File: config.mk
export PLATFORM = sky130hd
export DESIGN_NAME = adc_processing_select_power_ctrl
export DESIGN_NICKNAME = d
export VERILOG_FILES = /design/src/include/adc_ctrl_pkg.sv /design/src/hw/adc_processing_select_power_ctrl.sv /design/src/hw/volume_stepper.sv
export VERILOG_INCLUDE_DIRS = /design/src /design/src/include
export SDC_FILE = /design/constraint.sdc
export NUM_CORES = 1
export LEC_CHECK = 0
export BUFFER_PORTS_ARGS = -buffer_cell sky130_fd_sc_hd__buf_2
export CORE_MARGIN = 5
export CORE_UTILIZATION = 48
export DETAILED_ROUTE_END_ITERATION = 10
export PLACE_DENSITY = 0.82
export RECOVER_POWER = 50
export SLEW_MARGIN = 20
export SYNTH_ARGS = -nofsm -noshare
export SYNTH_HDL_FRONTEND = slang
export SYNTH_SLANG_ARGS = --single-unit
File: constraint.sdc
create_clock -name MCLK -period 3.4 [get_ports MCLK]
set_input_delay 0.51 -clock MCLK [delete_from_list [all_inputs] [get_ports MCLK]]
set_output_delay 0.51 -clock MCLK [all_outputs]
set_load 0.05 [all_outputs]
File: src/include/adc_ctrl_consts.svh
`ifndef ADC_CTRL_CONSTS_SVH
`define ADC_CTRL_CONSTS_SVH

// ****************************************
// Register offsets
// ****************************************
`define OFS_RECORD_PROCESSING_SELECT 8'h3D
`define OFS_INSTRUCTION_MODE_CONTROL 8'h3E
`define OFS_CONVERTER_POWER_SOFTSTEP 8'h51
`define OFS_RESERVED_LO 8'h3F
`define OFS_RESERVED_HI 8'h50

// ****************************************
// Reset values and fields
// ****************************************
`define RST_RECORD_PROCESSING_SELECT 8'h01
`define RST_INSTRUCTION_MODE_CONTROL 8'h00
`define RST_CONVERTER_POWER_SOFTSTEP 8'h00
`define SEL_INSTRUCTION_MODE 5'h00
`define SEL_LAST_FIXED_BLOCK 5'h12
`define MSK_SELECT 8'h1F
`define MSK_MODE_CONTROL 8'h70
`define MSK_POWER_SOFTSTEP 8'hC3
`define BIT_COND_A 6
`define BIT_COND_B 5
`define BIT_NO_FRAME_RESTART 4
`define BIT_LEFT_POWER 7
`define BIT_RIGHT_POWER 6
`define STEP_EVERY_SAMPLE 2'h0
`define STEP_EVERY_SECOND 2'h1
`define STEP_DIRECT 2'h2
`define READ_UNDEFINED 8'h00

`endif

File: src/include/adc_ctrl_pkg.sv
package adc_ctrl_pkg;

	typedef struct packed {
		logic [7:0] proc_select;
		logic [7:0] mode_control;
		logic [7:0] power_step;
		logic [7:0] read_data;
	} regs_state_t;

	typedef struct packed {
		logic [6:0] left;
		logic [6:0] right;
	} volume_pair_t;

	typedef struct packed {
		logic [6:0] current;
		logic skip_phase;
	} step_state_t;

	typedef enum logic [1:0] {
		STEP_ONE_PER_SAMPLE,
		STEP_ONE_PER_TWO,
		STEP_IMMEDIATE
	} step_mode_t;

endpackage

File: src/hw/adc_processing_select_power_ctrl.sv
`timescale 1ns/1ps
`include "adc_ctrl_consts.svh"

module adc_processing_select_power_ctrl
	import adc_ctrl_pkg::*;
(
	input wire logic MCLK,
	input wire logic SRST,
	input wire logic REG_WR,
	input wire logic REG_RD,
	input wire logic [7:0] REG_ADDR,
	input wire logic [7:0] REG_WDATA,
	output logic [7:0] REG_RDATA,
	input wire logic FRAME_START,
	input wire logic SAMPLE_TICK,
	input wire volume_pair_t VOLUME_TARGET,
	output volume_pair_t VOLUME_APPLIED,
	output logic INSTRUCTION_MODE,
	output logic [17:0] FIXED_BLOCK_SEL,
	output logic COND_A,
	output logic COND_B,
	output logic COUNTER_RESTART,
	output logic LEFT_POWER_UP,
	output logic RIGHT_POWER_UP
);

	// ****************************************
	// Register file
	// ****************************************
	regs_state_t state_reg;
	regs_state_t state_next;

	always_comb begin
		state_next = state_reg;
		if (REG_WR) begin
			// Reserved bits are masked so they always read back as reset
			case (REG_ADDR)
				`OFS_RECORD_PROCESSING_SELECT:
					state_next.proc_select = REG_WDATA & `MSK_SELECT;
				`OFS_INSTRUCTION_MODE_CONTROL:
					state_next.mode_control = REG_WDATA & `MSK_MODE_CONTROL;
				`OFS_CONVERTER_POWER_SOFTSTEP:
					state_next.power_step = REG_WDATA & `MSK_POWER_SOFTSTEP;
				default: state_next.proc_select = state_reg.proc_select;
			endcase
		end
		if (REG_RD) begin
			case (REG_ADDR)
				`OFS_RECORD_PROCESSING_SELECT: state_next.read_data = state_reg.proc_select;
				`OFS_INSTRUCTION_MODE_CONTROL: state_next.read_data = state_reg.mode_control;
				`OFS_CONVERTER_POWER_SOFTSTEP: state_next.read_data = state_reg.power_step;
				default: state_next.read_data = `READ_UNDEFINED;
			endcase
		end
	end

	always_ff @(posedge MCLK) begin
		if (SRST) begin
			state_reg.proc_select <= `RST_RECORD_PROCESSING_SELECT;
			state_reg.mode_control <= `RST_INSTRUCTION_MODE_CONTROL;
			state_reg.power_step <= `RST_CONVERTER_POWER_SOFTSTEP;
			state_reg.read_data <= 8'h00;
		end else begin
			state_reg <= state_next;
		end
	end

	assign REG_RDATA = state_reg.read_data;

	// ****************************************
	// Processing selection
	// ****************************************
	logic [4:0] sel;
	assign sel = state_reg.proc_select[4:0];
	assign INSTRUCTION_MODE = (sel == `SEL_INSTRUCTION_MODE);

	// Reserved codes light no block; software keeps out of them
	generate
		for (genvar i = 0; i < 18; i++) begin : g_block
			assign FIXED_BLOCK_SEL[i] = (sel == 5'(i + 1));
		end
	endgenerate

	// ****************************************
	// Instruction mode control and power
	// ****************************************
	assign COND_A = state_reg.mode_control[`BIT_COND_A];
	assign COND_B = state_reg.mode_control[`BIT_COND_B];
	assign COUNTER_RESTART = FRAME_START
		&& !state_reg.mode_control[`BIT_NO_FRAME_RESTART];
	assign LEFT_POWER_UP = state_reg.power_step[`BIT_LEFT_POWER];
	assign RIGHT_POWER_UP = state_reg.power_step[`BIT_RIGHT_POWER];

	// ****************************************
	// Volume soft-stepping
	// ****************************************
	volume_stepper u_left (
		.clk(MCLK),
		.srst(SRST),
		.sample_tick(SAMPLE_TICK),
		.step_rate(state_reg.power_step[1:0]),
		.target(VOLUME_TARGET.left),
		.applied(VOLUME_APPLIED.left)
	);

	volume_stepper u_right (
		.clk(MCLK),
		.srst(SRST),
		.sample_tick(SAMPLE_TICK),
		.step_rate(state_reg.power_step[1:0]),
		.target(VOLUME_TARGET.right),
		.applied(VOLUME_APPLIED.right)
	);

	// ****************************************
	// Checks
	// ****************************************
	a_select_reset: assert property (@(posedge MCLK)
		$past(SRST) |-> (FIXED_BLOCK_SEL == 18'h00001 && !INSTRUCTION_MODE))
		else $error("Reset does not select block one");

	a_instr_mode: assert property (@(posedge MCLK) disable iff (SRST)
		(REG_WR && REG_ADDR == `OFS_RECORD_PROCESSING_SELECT && REG_WDATA[4:0] == 5'h00)
		|=> (INSTRUCTION_MODE && FIXED_BLOCK_SEL == 18'h00000))
		else $error("Instruction mode not entered");

	a_instr_exit: assert property (@(posedge MCLK) disable iff (SRST)
		(REG_WR && REG_ADDR == `OFS_RECORD_PROCESSING_SELECT && REG_WDATA[4:0] != 5'h00)
		|=> !INSTRUCTION_MODE)
		else $error("Instruction mode kept for a fixed block code");

	a_block_decode: assert property (@(posedge MCLK) disable iff (SRST)
		(REG_WR && REG_ADDR == `OFS_RECORD_PROCESSING_SELECT && REG_WDATA[4:0] != 5'h00
		&& REG_WDATA[4:0] <= `SEL_LAST_FIXED_BLOCK)
		|=> (FIXED_BLOCK_SEL == (18'h00001 << ($past(REG_WDATA[4:0]) - 5'h01))))
		else $error("Wrong fixed block selected");

	// At most one block may be lit, and none while instruction mode is selected
	a_block_onehot: assert property (@(posedge MCLK) disable iff (SRST)
		$onehot0(FIXED_BLOCK_SEL) && (!INSTRUCTION_MODE || FIXED_BLOCK_SEL == 18'h00000))
		else $error("More than one processing path selected");

	a_cond_bits: assert property (@(posedge MCLK) disable iff (SRST)
		(REG_WR && REG_ADDR == `OFS_INSTRUCTION_MODE_CONTROL)
		|=> (COND_A == $past(REG_WDATA[6]) && COND_B == $past(REG_WDATA[5])))
		else $error("Condition bits not taken");

	a_cond_hold: assert property (@(posedge MCLK) disable iff (SRST)
		!(REG_WR && REG_ADDR == `OFS_INSTRUCTION_MODE_CONTROL)
		|=> ($stable(COND_A) && $stable(COND_B)))
		else $error("Condition bits changed without a write");

	a_mode_reset: assert property (@(posedge MCLK)
		$past(SRST) |-> (!COND_A && !COND_B))
		else $error("Condition bits not cleared by reset");

	a_restart_gate: assert property (@(posedge MCLK) disable iff (SRST)
		COUNTER_RESTART |-> (FRAME_START && !state_reg.mode_control[4]))
		else $error("Restart not gated");

	a_restart_follow: assert property (@(posedge MCLK) disable iff (SRST)
		(REG_WR && REG_ADDR == `OFS_INSTRUCTION_MODE_CONTROL)
		##1 !(REG_WR && REG_ADDR == `OFS_INSTRUCTION_MODE_CONTROL) ##1 FRAME_START
		|-> (COUNTER_RESTART == !$past(REG_WDATA[`BIT_NO_FRAME_RESTART], 2)))
		else $error("Restart does not follow the written bit");

	a_power_bits: assert property (@(posedge MCLK) disable iff (SRST)
		(REG_WR && REG_ADDR == `OFS_CONVERTER_POWER_SOFTSTEP)
		|=> (LEFT_POWER_UP == $past(REG_WDATA[7])
		&& RIGHT_POWER_UP == $past(REG_WDATA[6])))
		else $error("Power bits not taken");

	a_power_hold: assert property (@(posedge MCLK) disable iff (SRST)
		!(REG_WR && REG_ADDR == `OFS_CONVERTER_POWER_SOFTSTEP)
		|=> ($stable(LEFT_POWER_UP) && $stable(RIGHT_POWER_UP)))
		else $error("Power bits changed without a write");

	a_power_reset: assert property (@(posedge MCLK)
		$past(SRST) |-> (!LEFT_POWER_UP && !RIGHT_POWER_UP))
		else $error("Channels not powered down by reset");

	a_power_read: assert property (@(posedge MCLK) disable iff (SRST)
		(REG_RD && REG_ADDR == `OFS_CONVERTER_POWER_SOFTSTEP)
		|=> (REG_RDATA[7] == $past(LEFT_POWER_UP)
		&& REG_RDATA[6] == $past(RIGHT_POWER_UP)))
		else $error("Power bits read back wrong");

	a_reserved_zero: assert property (@(posedge MCLK) disable iff (SRST)
		REG_RD && REG_ADDR == `OFS_INSTRUCTION_MODE_CONTROL
		|=> (REG_RDATA[7] == 1'b0 && REG_RDATA[3:0] == 4'h0))
		else $error("Reserved bits read non-reset");

	a_select_reserved: assert property (@(posedge MCLK) disable iff (SRST)
		REG_RD && REG_ADDR == `OFS_RECORD_PROCESSING_SELECT
		|=> (REG_RDATA[7:5] == 3'h0))
		else $error("Reserved select bits read non-reset");

	a_power_reserved: assert property (@(posedge MCLK) disable iff (SRST)
		REG_RD && REG_ADDR == `OFS_CONVERTER_POWER_SOFTSTEP
		|=> (REG_RDATA[5:2] == 4'h0))
		else $error("Reserved power bits read non-reset");

	a_unmapped_read: assert property (@(posedge MCLK) disable iff (SRST)
		(REG_RD && REG_ADDR != `OFS_RECORD_PROCESSING_SELECT
		&& REG_ADDR != `OFS_INSTRUCTION_MODE_CONTROL
		&& REG_ADDR != `OFS_CONVERTER_POWER_SOFTSTEP)
		|=> (REG_RDATA == `READ_UNDEFINED))
		else $error("Unmapped read returned live data");

endmodule // adc_processing_select_power_ctrl

File: src/hw/volume_stepper.sv
`timescale 1ns/1ps
`include "adc_ctrl_consts.svh"

// Walks the applied volume toward the target, one gain step per allowed sample tick, or jumps straight to it at STEP_DIRECT.
module volume_stepper
	import adc_ctrl_pkg::*;
(
	input wire logic clk,
	input wire logic srst,
	input wire logic sample_tick,
	input wire logic [1:0] step_rate,
	input wire logic [6:0] target,
	output logic [6:0] applied
);

	step_state_t state_reg;
	step_state_t state_next;
	logic [6:0] diff;
	logic may_step;

	always_comb begin
		state_next = state_reg;
		diff = 7'(target - state_reg.current);
		may_step = 1'b0;
		case (step_rate)
			`STEP_EVERY_SAMPLE: may_step = sample_tick;
			`STEP_EVERY_SECOND: may_step = sample_tick && state_reg.skip_phase;
			default: may_step = 1'b0;
		endcase
		if (sample_tick) begin
			state_next.skip_phase = ~state_reg.skip_phase;
		end
		if (step_rate == `STEP_DIRECT) begin
			state_next.current = target;
		end else if (may_step && diff != 7'h00) begin
			// Signed compare so stepping wraps through the two's complement codes correctly
			if ($signed(target) > $signed(state_reg.current)) begin
				state_next.current = 7'(state_reg.current + 7'h01);
			end else begin
				state_next.current = 7'(state_reg.current - 7'h01);
			end
		end
	end

	always_ff @(posedge clk) begin
		if (srst) begin
			state_reg <= '0;
		end else begin
			state_reg <= state_next;
		end
	end

	assign applied = state_reg.current;

	a_direct_apply: assert property (@(posedge clk) disable iff (srst)
		(step_rate == `STEP_DIRECT) |=> (applied == $past(target)))
		else $error("Direct volume not applied");

	a_step_size: assert property (@(posedge clk) disable iff (srst)
		(step_rate != `STEP_DIRECT && $past(step_rate) != `STEP_DIRECT)
		|-> (applied == $past(applied) || applied == 7'($past(applied) + 7'h01)
		|| applied == 7'($past(applied) - 7'h01)))
		else $error("Volume moved more than one step");

	a_no_step_idle: assert property (@(posedge clk) disable iff (srst)
		(!sample_tick && step_rate != `STEP_DIRECT) |=> $stable(applied))
		else $error("Volume stepped without sample tick");

endmodule // volume_stepper

* Word-level counts from Yosys, hierarchy flattened
Index checks and enable logic that the tools add are counted.
** Storage, ports and cells
- Logic and storage cells :: 65
- Flip-flop bits (word level) :: 36
- Output and inout bits :: 46
- Input bits :: 36
** Cells by class
- Equality and inequality tests :: 23
- $add $sub $neg :: 6
- Bitwise logic cells :: 2
- Reduce and logical (&&, ||, !) cells :: 15
- Muxes and demuxes :: 9
- Magnitude comparators :: 2
** Operators by type and width (number)
- $mux 7 :: 6
- $eq 5x4->1 const B :: 8
- $pmux 8 s3 :: 1
- $eq 5x3->1 const B :: 4
- $eq 8x6->1 const B :: 2
- $eq 5x5->1 const B :: 3
- $add 7x1->7 const B :: 2
- $gt 7x7->1 :: 2
- $reduce_bool 7->1 :: 2
- $sub 7x1->7 const B :: 2
- $sub 7x7->7 :: 2
- $eq 5x2->1 const B :: 2
- $eq 8x7->1 const B :: 1
- $reduce_and 2->1 :: 3
- $eq 5x1->1 const B :: 1
- $logic_and 1x1->1 :: 5
- $logic_not 5->1 :: 1
- $pmux 1 s2 :: 2
- $reduce_bool 2->1 :: 2
- $eq 2x1->1 const B :: 1
- $eq 2x2->1 const B :: 1
- $logic_not 2->1 :: 1
- $not 1->1 :: 2
- $logic_not 1->1 :: 1

* Longest topological paths before layout
Gate-level depths: netlist of the first run.
- Depth after elaboration :: 5
- Depth in mapped cells :: 12
- Gate-level depth less buffers :: 12

* By module
A second synthesis of the first run with hierarchy kept.
** Second synthesis, totals
- Cells, all modules :: 391
- Area total of the unflattened synthesis :: 3175.5 um2
** Modules (own cells, without submodules)
- adc_processing_select_power_ctrl :: instances 1, cells each 149, area an instance 1183.6 um2
- volume_stepper (u_right) :: instances 1, cells each 120, area an instance 1001.0 um2
- volume_stepper (u_left) :: instances 1, cells each 122, area an instance 991.0 um2

* Worst setup path after synthesis of the first run
No wires, ideal clock.
- Path kind :: in2reg
- Start point :: in VOLUME_TARGET[9] (netlist bit)
- End point :: reg u_left.state_reg (netlist bit u_left.applied[6])
- Slack :: 0.128 ns
- Data arrival time :: 3.177 ns
- Required time :: 3.305 ns
- Stages on the path :: 11
- Path through :: ha_1 a21oi_1 a21oi_1 o32ai_1 ha_1 a211oi_1 o21bai_1 a21oi_1 xnor3_1 nand2_1 a221oi_1
** On the way
- Word-level cells in the longest chain between the ends :: 4
** RTL lines
- start, declared :: RTL line adc_processing_select_power_ctrl.sv:16 : input wire volume_pair_t VOLUME_TARGET,
- $sub 7x7->7 or $gt 7x7->1 (tied branches) :: RTL line volume_stepper.sv:23, volume_stepper.sv:37
- $reduce_bool 7->1 or $mux 7 (tied branches) :: RTL line volume_stepper.sv:35, volume_stepper.sv:37
- $logic_and 1x1->1 or $mux 7 (tied branches) :: RTL line volume_stepper.sv:35 : end else if (may_step && diff != 7'h00) begin
- $reduce_bool 2->1 (no source line) or $mux 7 (tied branches)
- end signal, assigned :: RTL line volume_stepper.sv:49 : state_reg <= state_next;
- end, declared :: RTL line volume_stepper.sv:16 : step_state_t state_reg;
Several ways; a longest one is shown, not always the timed one. The select of a mux whose other input is x is not followed.
A chain may end at the register's enable or synchronous reset.

* Worst setup path after layout of the first run
- Start point :: reg u_right.state_reg (netlist bit u_right.applied[4])
- End point :: reg u_right.state_reg (netlist bit u_right.applied[5])
** On the way
- Word-level cells in the longest chain between the ends :: 4
** RTL lines
- start, declared :: RTL line volume_stepper.sv:16
- start signal, assigned :: RTL line volume_stepper.sv:49
- $sub 7x7->7 (tied with other cells) :: RTL line volume_stepper.sv:23 : diff = 7'(target - state_reg.current);
- $reduce_bool 7->1 or $mux 7 (tied branches) :: RTL line volume_stepper.sv:35, volume_stepper.sv:37
- $logic_and 1x1->1 or $mux 7 (tied branches) :: RTL line volume_stepper.sv:35
- $reduce_bool 2->1 (no source line) or $mux 7 (tied branches)
Several ways; a longest one is shown, not always the timed one. The select of a mux whose other input is x is not followed.

==> metrics.log, run 1 <==
INFO  metric outcome = finished with violations
INFO  metric failing_checks = capacitance limit, slew limit
INFO  metric count_of_mapped_cells_out_of_synthesis = a little under 400
INFO  metric cts_num_sinks = 36
INFO  metric detail_route.iter0.violations = 169
INFO  metric yosys_register_bits = 36
INFO  metric detailroute.via_count = between 3,000 and 4,000
INFO  metric arrival_time_reported_for_the_critical_path_endpoint = ~3.4 ns
INFO  metric totalWireLength = approximately 7700 um
INFO  metric yosys_warnings = 0
INFO  metric netlist-cell-type-count = 58
INFO  metric holdCritPathClass = input port to register
INFO  metric footprint_of_the_flip_flops_and_latches = 721 um2
INFO  metric seq_area_frac_synth = 23.7%
INFO  metric power_density = a little over 700 mW/mm2
INFO  metric drt-vias-per-instance = a little under 6
INFO  metric final_critical_delay_including_setup_and_external_delays = ~3.2 ns
INFO  metric ioPinCount = about 80
INFO  metric timing.reg2reg.worst_path_depth = 12
INFO  metric path_class = register to register
INFO  metric first_global_vias = slightly below 3,000
INFO  metric static-leakage-power = around 0.0014 uW
INFO  metric wire_per_inst = roughly 15 um
INFO  metric end_kind = register
INFO  metric die-width = between 80 and 90 um
INFO  metric fin_hold_ws = about 0.46 ns
INFO  metric path_max_fanout = 7
INFO  metric number_of_fill_cells = between 500 and 600
INFO  metric final_max_slew_viol_count = 10
INFO  metric flow.area_growth_from_synthesis = 11.8%
INFO  metric cts_made_buffers = 5
INFO  metric max_freq = around 320 MHz
INFO  metric timing.critical_path.cells = inv_1 -> ha_1 -> nand3_1 -> o31ai_1 -> o21bai_2 -> ha_1 -> a211oi_1 -> o21bai_1 -> a21oi_1 -> xnor2_1 -> nand2_1 -> a311oi_1
INFO  metric total_power = ~2400 uW
INFO  metric ctsHoldBuffers = 0
INFO  metric antenna_left = 0
INFO  metric ctsLongestPathBuffers = 2
INFO  metric grt_pass1_wl = 12,800 um
INFO  metric cts_max_level = 2
INFO  metric detailed_route_drc_error_count = 0
INFO  metric hold_path_depth = 3
INFO  metric synth.cell_area = 0.00305 mm2
INFO  metric timing_hold_violations_final = 0
INFO  metric number_of_buffer_cells_added_on_primary_ports = 81
INFO  metric drive_gt1_share = between 15 and 20%
INFO  metric critPathRequiredTime = around 3.6 ns
INFO  metric finClkSkew = 0.00926 ns
INFO  metric core = 0.00628 mm2
INFO  metric synth_top_flop_cell = sky130_fd_sc_hd__dfxtp_1
INFO  metric clock-root-buffer = sky130_fd_sc_hd__clkbuf_8
INFO  metric cap_violations = 1
INFO  metric initial_utilization = 48.5%
INFO  metric multi_input_comb_area = roughly 0.0020 mm2
INFO  metric timing.final.setup_violations = 0
INFO  metric diodes = 0
INFO  metric timing.critical_path.slowest_stage_cell = sky130_fd_sc_hd__dfxtp_1
INFO  metric clock_tree_from_tritoncts = done
INFO  metric die_area = 0.00804 mm2
INFO  metric asyncSetResetFlopFracSynth = 0%
INFO  metric largest_register_ff_count = 8
INFO  metric worst_pin_slew = ~1.5 ns
INFO  metric place_hpwl = between 5000 and 6000 um
INFO  metric worst_setup_hold_path_clk_slew = about 0.08 ns
INFO  metric number_of_nets_in_the_finished_design = between 500 and 600
INFO  metric pre_antenna_drt_iters = 4
INFO  metric start_kind = register
INFO  metric ir_drop = 0.533 mV
INFO  metric routabilityCongestion = between 0.8 and 0.9
INFO  metric die_outline_height = 89.7 um
INFO  metric gr_util_all_layers = about a fifth
INFO  metric max-slew-margin-rel = -1.77%
INFO  metric slowest_delay = a little over 0.4 ns
INFO  metric rows = 29
INFO  metric gr-total-overflow = 0
INFO  metric synth.net_count = between 400 and 500
INFO  metric synth.avg_cell_area = slightly below 8 um2
INFO  metric timing.final.crit_share = around 93%
INFO  metric antenna_found_initial = 0
INFO  metric timing.critical_path.mode_cell = sky130_fd_sc_hd__ha_1
INFO  metric grt_start_max_net_pins = 38
INFO  metric worstSkewPairLatency = roughly 0.30 ns
INFO  metric synth-edff-count = 0
-- metrics by stage --
step | worst slack (ns) | instances | util, % | setup TNS, ns | cell area (um2)
CTS | 0.172 | 522 | 55.0 | 0 | 3450
detailed placement | 0.0286 | 514 | 53.5 | 0 | 3360
floorplan | 0.128 | 388 | - | 0 | 3050
finish | 0.226 | 522 | 54.2 | 0 | 3400
global placement | 0.155 | 514 | 53.5 | 0 | 3360
global route | -0.0117 | 522 | 54.2 | -0.0117 | 3400
-- layout make-up --
cell class / instances / share of cell area [%]
Multi-Input combinational cell: 291 / 58.7
Sequential cell: 36 / 21.2
Timing Repair Buffer: 86 / 12.0
Tap cell: 77 / 2.83
Inverter: 24 / 2.65
Clock buffer: 5 / 2.02
Clock inverter: 3 / 0.625
-- kinds of logic after synthesis --
logic type / after synthesis / share of synthesized area, %
DFF: 36 / 23.7
AOI/OAI and AO/OA: 113 / 25.8
buffers and inverters: 61 / 10.3
adders and majority gates: 28 / 12.5
xor gates and xnor gates: 11 / 3.62
muxes: 2 / 0.657
and+or+nand+nor: 137 / 23.5
-- worst paths after layout --
path	startpoint	endpoint	slack, ns
setup / recovery	u_right.applied[4]	u_right.applied[5]	0.23
hold / removal	REG_WDATA[5]	COND_B	0.46
setup reg to reg	u_right.applied[4]	u_right.applied[5]	0.23
hold reg to reg	REG_RDATA[7]	REG_RDATA[7]	0.48
-- cell usage in the layout (no fill, tap or decap), types with 2 or more instances in the layout --
cell,n
sky130_fd_sc_hd__a21oi_1,36
sky130_fd_sc_hd__a211o_1,4
sky130_fd_sc_hd__a21o_1,6
sky130_fd_sc_hd__nor2b_1,7
sky130_fd_sc_hd__inv_1,24
sky130_fd_sc_hd__buf_4,5
sky130_fd_sc_hd__o21ai_0,7
sky130_fd_sc_hd__clkbuf_1,28
sky130_fd_sc_hd__xnor2_1,6
sky130_fd_sc_hd__or3_1,2
sky130_fd_sc_hd__a221oi_1,4
sky130_fd_sc_hd__ha_1,24
sky130_fd_sc_hd__buf_2,53
sky130_fd_sc_hd__o21a_1,7
sky130_fd_sc_hd__nand3_1,21
sky130_fd_sc_hd__dfxtp_1,36
sky130_fd_sc_hd__mux2i_1,2
sky130_fd_sc_hd__a22oi_1,4
sky130_fd_sc_hd__o21bai_1,3
sky130_fd_sc_hd__nand2_1,30
sky130_fd_sc_hd__nand3b_1,7
sky130_fd_sc_hd__o31ai_1,3
sky130_fd_sc_hd__o211ai_1,3
sky130_fd_sc_hd__nor3_1,9
sky130_fd_sc_hd__clkbuf_8,5
sky130_fd_sc_hd__o221ai_1,2
sky130_fd_sc_hd__nor3b_1,3
sky130_fd_sc_hd__nand2b_1,9
sky130_fd_sc_hd__nor2_1,37
sky130_fd_sc_hd__fa_1,4
sky130_fd_sc_hd__a311oi_1,3
sky130_fd_sc_hd__xor2_1,4
sky130_fd_sc_hd__o31a_1,2
sky130_fd_sc_hd__a211oi_1,17
-- critical path, delay by kind of cell (launching register included) --
kind	cells	cell delay, ns
DFF	1	0.41
xor gates and xnor gates	1	0.14
adders and majority gates	2	0.69
and+or+nand+nor	2	0.22
buffers and inverters	1	0.06
AOI/OAI and AO/OA	6	1.54
-- synthesized netlist by cell type, types with 7 or more instances --
| master | instances | area [um2] |
|---|---|---|
| sky130_fd_sc_hd__a21oi_1 | 36 | 180 |
| sky130_fd_sc_hd__dfxtp_1 | 36 | 721 |
| sky130_fd_sc_hd__nor3_1 | 9 | 45.0 |
| sky130_fd_sc_hd__a211oi_1 | 17 | 128 |
| sky130_fd_sc_hd__o21ai_0 | 7 | 35.0 |
| sky130_fd_sc_hd__o21a_1 | 7 | 52.6 |
| sky130_fd_sc_hd__nor2b_1 | 7 | 43.8 |
| sky130_fd_sc_hd__ha_1 | 24 | 300 |
| sky130_fd_sc_hd__inv_1 | 24 | 90.1 |
| sky130_fd_sc_hd__nand3_1 | 21 | 105 |
| sky130_fd_sc_hd__nand3b_1 | 7 | 52.6 |
| sky130_fd_sc_hd__nor2_1 | 37 | 139 |
| sky130_fd_sc_hd__nand2_1 | 30 | 113 |
| sky130_fd_sc_hd__nand2b_1 | 9 | 56.3 |
| sky130_fd_sc_hd__clkbuf_1 | 12 | 45.0 |
| sky130_fd_sc_hd__buf_4 | 22 | 165 |
-- where the power goes --
group	total [uW]	internal, uW	switching (uW)
Clock	323	145	177
Sequential	544	482	62.3
Combinational	1530	628	906
Total	2400	1260	1150
-- per-layer routing --
layer	wire, um	vias up	global-route usage, %
li1	-	1501	-
met1	3220	1382	24.1
met2	3800	113	34.2
met3	561	18	3.83
met4	161	0	7.71
met5	0	-	0
-- repair_timing --
item / 4_1_cts / 5_1_grt
resized for setup: 0 / 1
setup buffers: 0 / 0
hold endpoints to repair: 0 / 0
endpoints found under the setup margin: 0 / 2
Power figures use the tool's default switching activity.
==> run 2: changes to the inputs <==
--- a/config.mk
+++ b/config.mk
@@ -8,7 +8,7 @@
 export LEC_CHECK = 0
 export BUFFER_PORTS_ARGS = -buffer_cell sky130_fd_sc_hd__buf_2
 export CORE_MARGIN = 5
-export CORE_UTILIZATION = 48
+export CORE_UTILIZATION = 50
 export DETAILED_ROUTE_END_ITERATION = 10
 export PLACE_DENSITY = 0.82
 export RECOVER_POWER = 50
==> constraint.sdc (replaced) <==
create_clock -name MCLK -period 3.95 [get_ports MCLK]
set_input_delay 0.5925 -clock MCLK [delete_from_list [all_inputs] [get_ports MCLK]]
set_output_delay 0.5925 -clock MCLK [all_outputs]
set_load 0.05 [all_outputs]
==> run 2 against run 1 <==
Sequential cell count unchanged. Core utilization increased by 2.8 points. Sequential power decreased by 13%. Maximum frequency decreased by 9.0%. Critical path type unchanged. Die area decreased by 3.6%. Combinational power decreased by 13%. The flow still finishes with violations (capacitance limit, slew limit). Clock-buffer cell count unchanged. Highest routed layer unchanged. Global-route usage increased by 0.90 points.
==> metrics.log, run 2 (synthesized netlist as in run 1, its figures left out) <==
INFO  metric antenna_left = 0
INFO  metric post-place-cells = 510
INFO  metric worstSkewPairLatency = just under 0.3 ns
INFO  metric clock-root-buffer = sky130_fd_sc_hd__clkbuf_8
INFO  metric place_hpwl = between 6000 and 7000 um
INFO  metric end_kind = register
INFO  metric timing.reg2reg.worst_path_depth = 12
INFO  metric cp.buffers_inverters = 1
INFO  metric ir_drop = approximately 0.43 mV
INFO  metric final_max_slew_viol_count = 48
INFO  metric totalWireLength = approximately 7800 um
INFO  metric number_of_non_filler_instances_in_the_completed_layout = between 500 and 600
INFO  metric pre_antenna_drt_iters = 4
INFO  metric arrival_time_reported_for_the_critical_path_endpoint = 3.61 ns
INFO  metric number_of_fill_cells = approximately 570
INFO  metric max_freq = 287 MHz
INFO  metric cts_resized = 0
INFO  metric die_area = about 0.0078 mm2
INFO  metric finClkSkew = around 0.011 ns
INFO  metric timing_hold_violations_final = 0
INFO  metric flow.area_growth_from_synthesis = 10.8%
INFO  metric timing.final.setup_violations = 0
INFO  metric number_of_buffer_cells_added_on_primary_ports = slightly above 80
INFO  metric grt_start_max_net_pins = 38
INFO  metric diodes = 0
INFO  metric largest_register_ff_count = 8
INFO  metric cts_max_level = 2
INFO  metric holdCritPathClass = register to register
INFO  metric worstSetupEndpoint = u_right.applied[6]
INFO  metric critPathLaunch = u_right.applied[1]
INFO  metric routabilityCongestion = slightly below 1
INFO  metric fin_setup_tns = 0 ns
INFO  metric dpl_worst_slack = approximately 0.26 ns
INFO  metric slowest_delay = about 0.52 ns
INFO  metric power_density = 612 mW/mm2
INFO  metric core = 0.00592 mm2
INFO  metric start_kind = register
INFO  metric drt-vias-per-instance = between 5 and 6
INFO  metric worst_pin_slew = 1.69 ns
INFO  metric cts_made_buffers = 5
INFO  metric grt_pass1_wl = ~13,000 um
INFO  metric wire_per_inst = 15.0 um
INFO  metric grt_setup_unrepaired = no
INFO  metric final_util = 57.0%
INFO  metric outcome = finished with violations
INFO  metric critPathRequiredTime = between 4 and 5 ns
INFO  metric first_global_vias = around 2,900
INFO  metric die_outline_height = between 80 and 90 um
INFO  metric timing.final.crit_share = between 80 and 90%
INFO  metric timing.critical_path.slowest_stage_cell = sky130_fd_sc_hd__o21bai_1
INFO  metric reg2reg_slack = approximately 0.46 ns
INFO  metric detailroute.via_count = roughly 3,000
INFO  metric cts_num_sinks = 36
INFO  metric initial_utilization = 51.4%
INFO  metric clock_tree_from_tritoncts = done
INFO  metric final_critical_delay_including_setup_and_external_delays = between 3 and 4 ns
INFO  metric ctsLongestPathBuffers = 2
INFO  metric worst_setup_hold_path_clk_slew = 0.08 ns
INFO  metric mostFrequentLayoutCell = sky130_fd_sc_hd__buf_2
INFO  metric number_of_nets_in_the_finished_design = around 510
INFO  metric cap_violations = 2
INFO  metric detailed_route_drc_error_count = 0
INFO  metric die-width = about 88 um
INFO  metric antenna_found_initial = 0
INFO  metric max-slew-margin-rel = -12.5%
INFO  metric static-leakage-power = 0.00139 uW
INFO  metric path_class = register to register
INFO  metric rows = 28
INFO  metric failing_checks = capacitance limit, slew limit
INFO  metric gr_util_all_layers = about a fifth
INFO  metric path_max_fanout = 7
INFO  metric crit-reg2reg-capture = u_right.applied[6]
INFO  metric ctsHoldBuffers = 0
INFO  metric drive_gt1_share = between 15 and 20%
INFO  metric critical_path_cell_count = 12
INFO  metric cp_top_family = compound AO/OA/AOI/OAI gates
INFO  metric detail_route.iter0.violations = 176
INFO  metric gr-total-overflow = 0
INFO  metric mostFrequentLayoutCells = sky130_fd_sc_hd__buf_2, sky130_fd_sc_hd__nor2_1, sky130_fd_sc_hd__dfxtp_1, sky130_fd_sc_hd__a21oi_1, sky130_fd_sc_hd__clkbuf_1
INFO  metric postCtsSetupRepairBufs = 0
INFO  metric ioPinCount = 82
INFO  metric r2r-start = u_right.applied[1]
INFO  metric timing.critical_path.cells = inv_1 -> ha_1 -> a21oi_1 -> a21oi_1 -> o21bai_1 -> ha_1 -> a211o_1 -> a2111oi_0 -> nand3b_1 -> xor2_1 -> nor2_1 -> o32ai_2
INFO  metric total_power = 2060 uW
INFO  metric timing.final.ws_setup = ~0.46 ns
==> run 2: final cells by class <==
type | count | area, um2 | area share, %
Clock buffer | 5 | 68.8 | 2.04
Clock inverter | 3 | 18.8 | 0.556
Inverter | 24 | 90.1 | 2.67
Multi-Input combinational cell | 291 | 2000 | 59.1
Sequential cell | 36 | 721 | 21.3
Tap cell | 75 | 93.8 | 2.78
Timing Repair Buffer | 84 | 388 | 11.5
==> run 2: how the worst min path moves through the flow <==
stage | from | to | slack, ns | cells past startpoint
floorplan | REG_RDATA[2] | REG_RDATA[2] | 0.45 | 2
global placement | REG_RDATA[5] | REG_RDATA[5] | 0.45 | 2
detailed placement | REG_RDATA[5] | REG_RDATA[5] | 0.46 | 2
CTS | REG_RDATA[5] | REG_RDATA[5] | 0.47 | 2
global route | REG_RDATA[5] | REG_RDATA[5] | 0.50 | 2
finish | REG_RDATA[7] | REG_RDATA[7] | 0.47 | 2
==> run 2: routing by layer <==
layer	up-vias	wire length [um]	track usage, %
met2	115	3860	36.3
li1	1493	-	-
met3	11	579	3.39
met1	1397	3220	25.6
met5	-	0	0
met4	0	127	7.28
==> run 2: worst min-delay path, stage by stage, from the launching register on <==
cell and delay (ns):
sky130_fd_sc_hd__dfxtp_1 0.31, sky130_fd_sc_hd__nand2b_1 0.06, sky130_fd_sc_hd__a21oi_1 0.05
==> run 2: through the flow <==
stage	area, um2	hold slack, ns
final	3380	0.471
after floorplan	3050	0.446
after global placement	3340	0.452
after global routing	3380	0.505
after detailed placement	3340	0.459
after CTS	3430	0.471
==> run 2: power breakdown <==
part / switching [uW] / total [uW] / internal, uW / leakage, uW
logic: 790 / 1330 / 536 / 0.00105
registers: 56.7 / 472 / 415 / 0.000295
clock network: 143 / 266 / 123 / 0.0000479
total: 990 / 2060 / 1070 / 0.00139
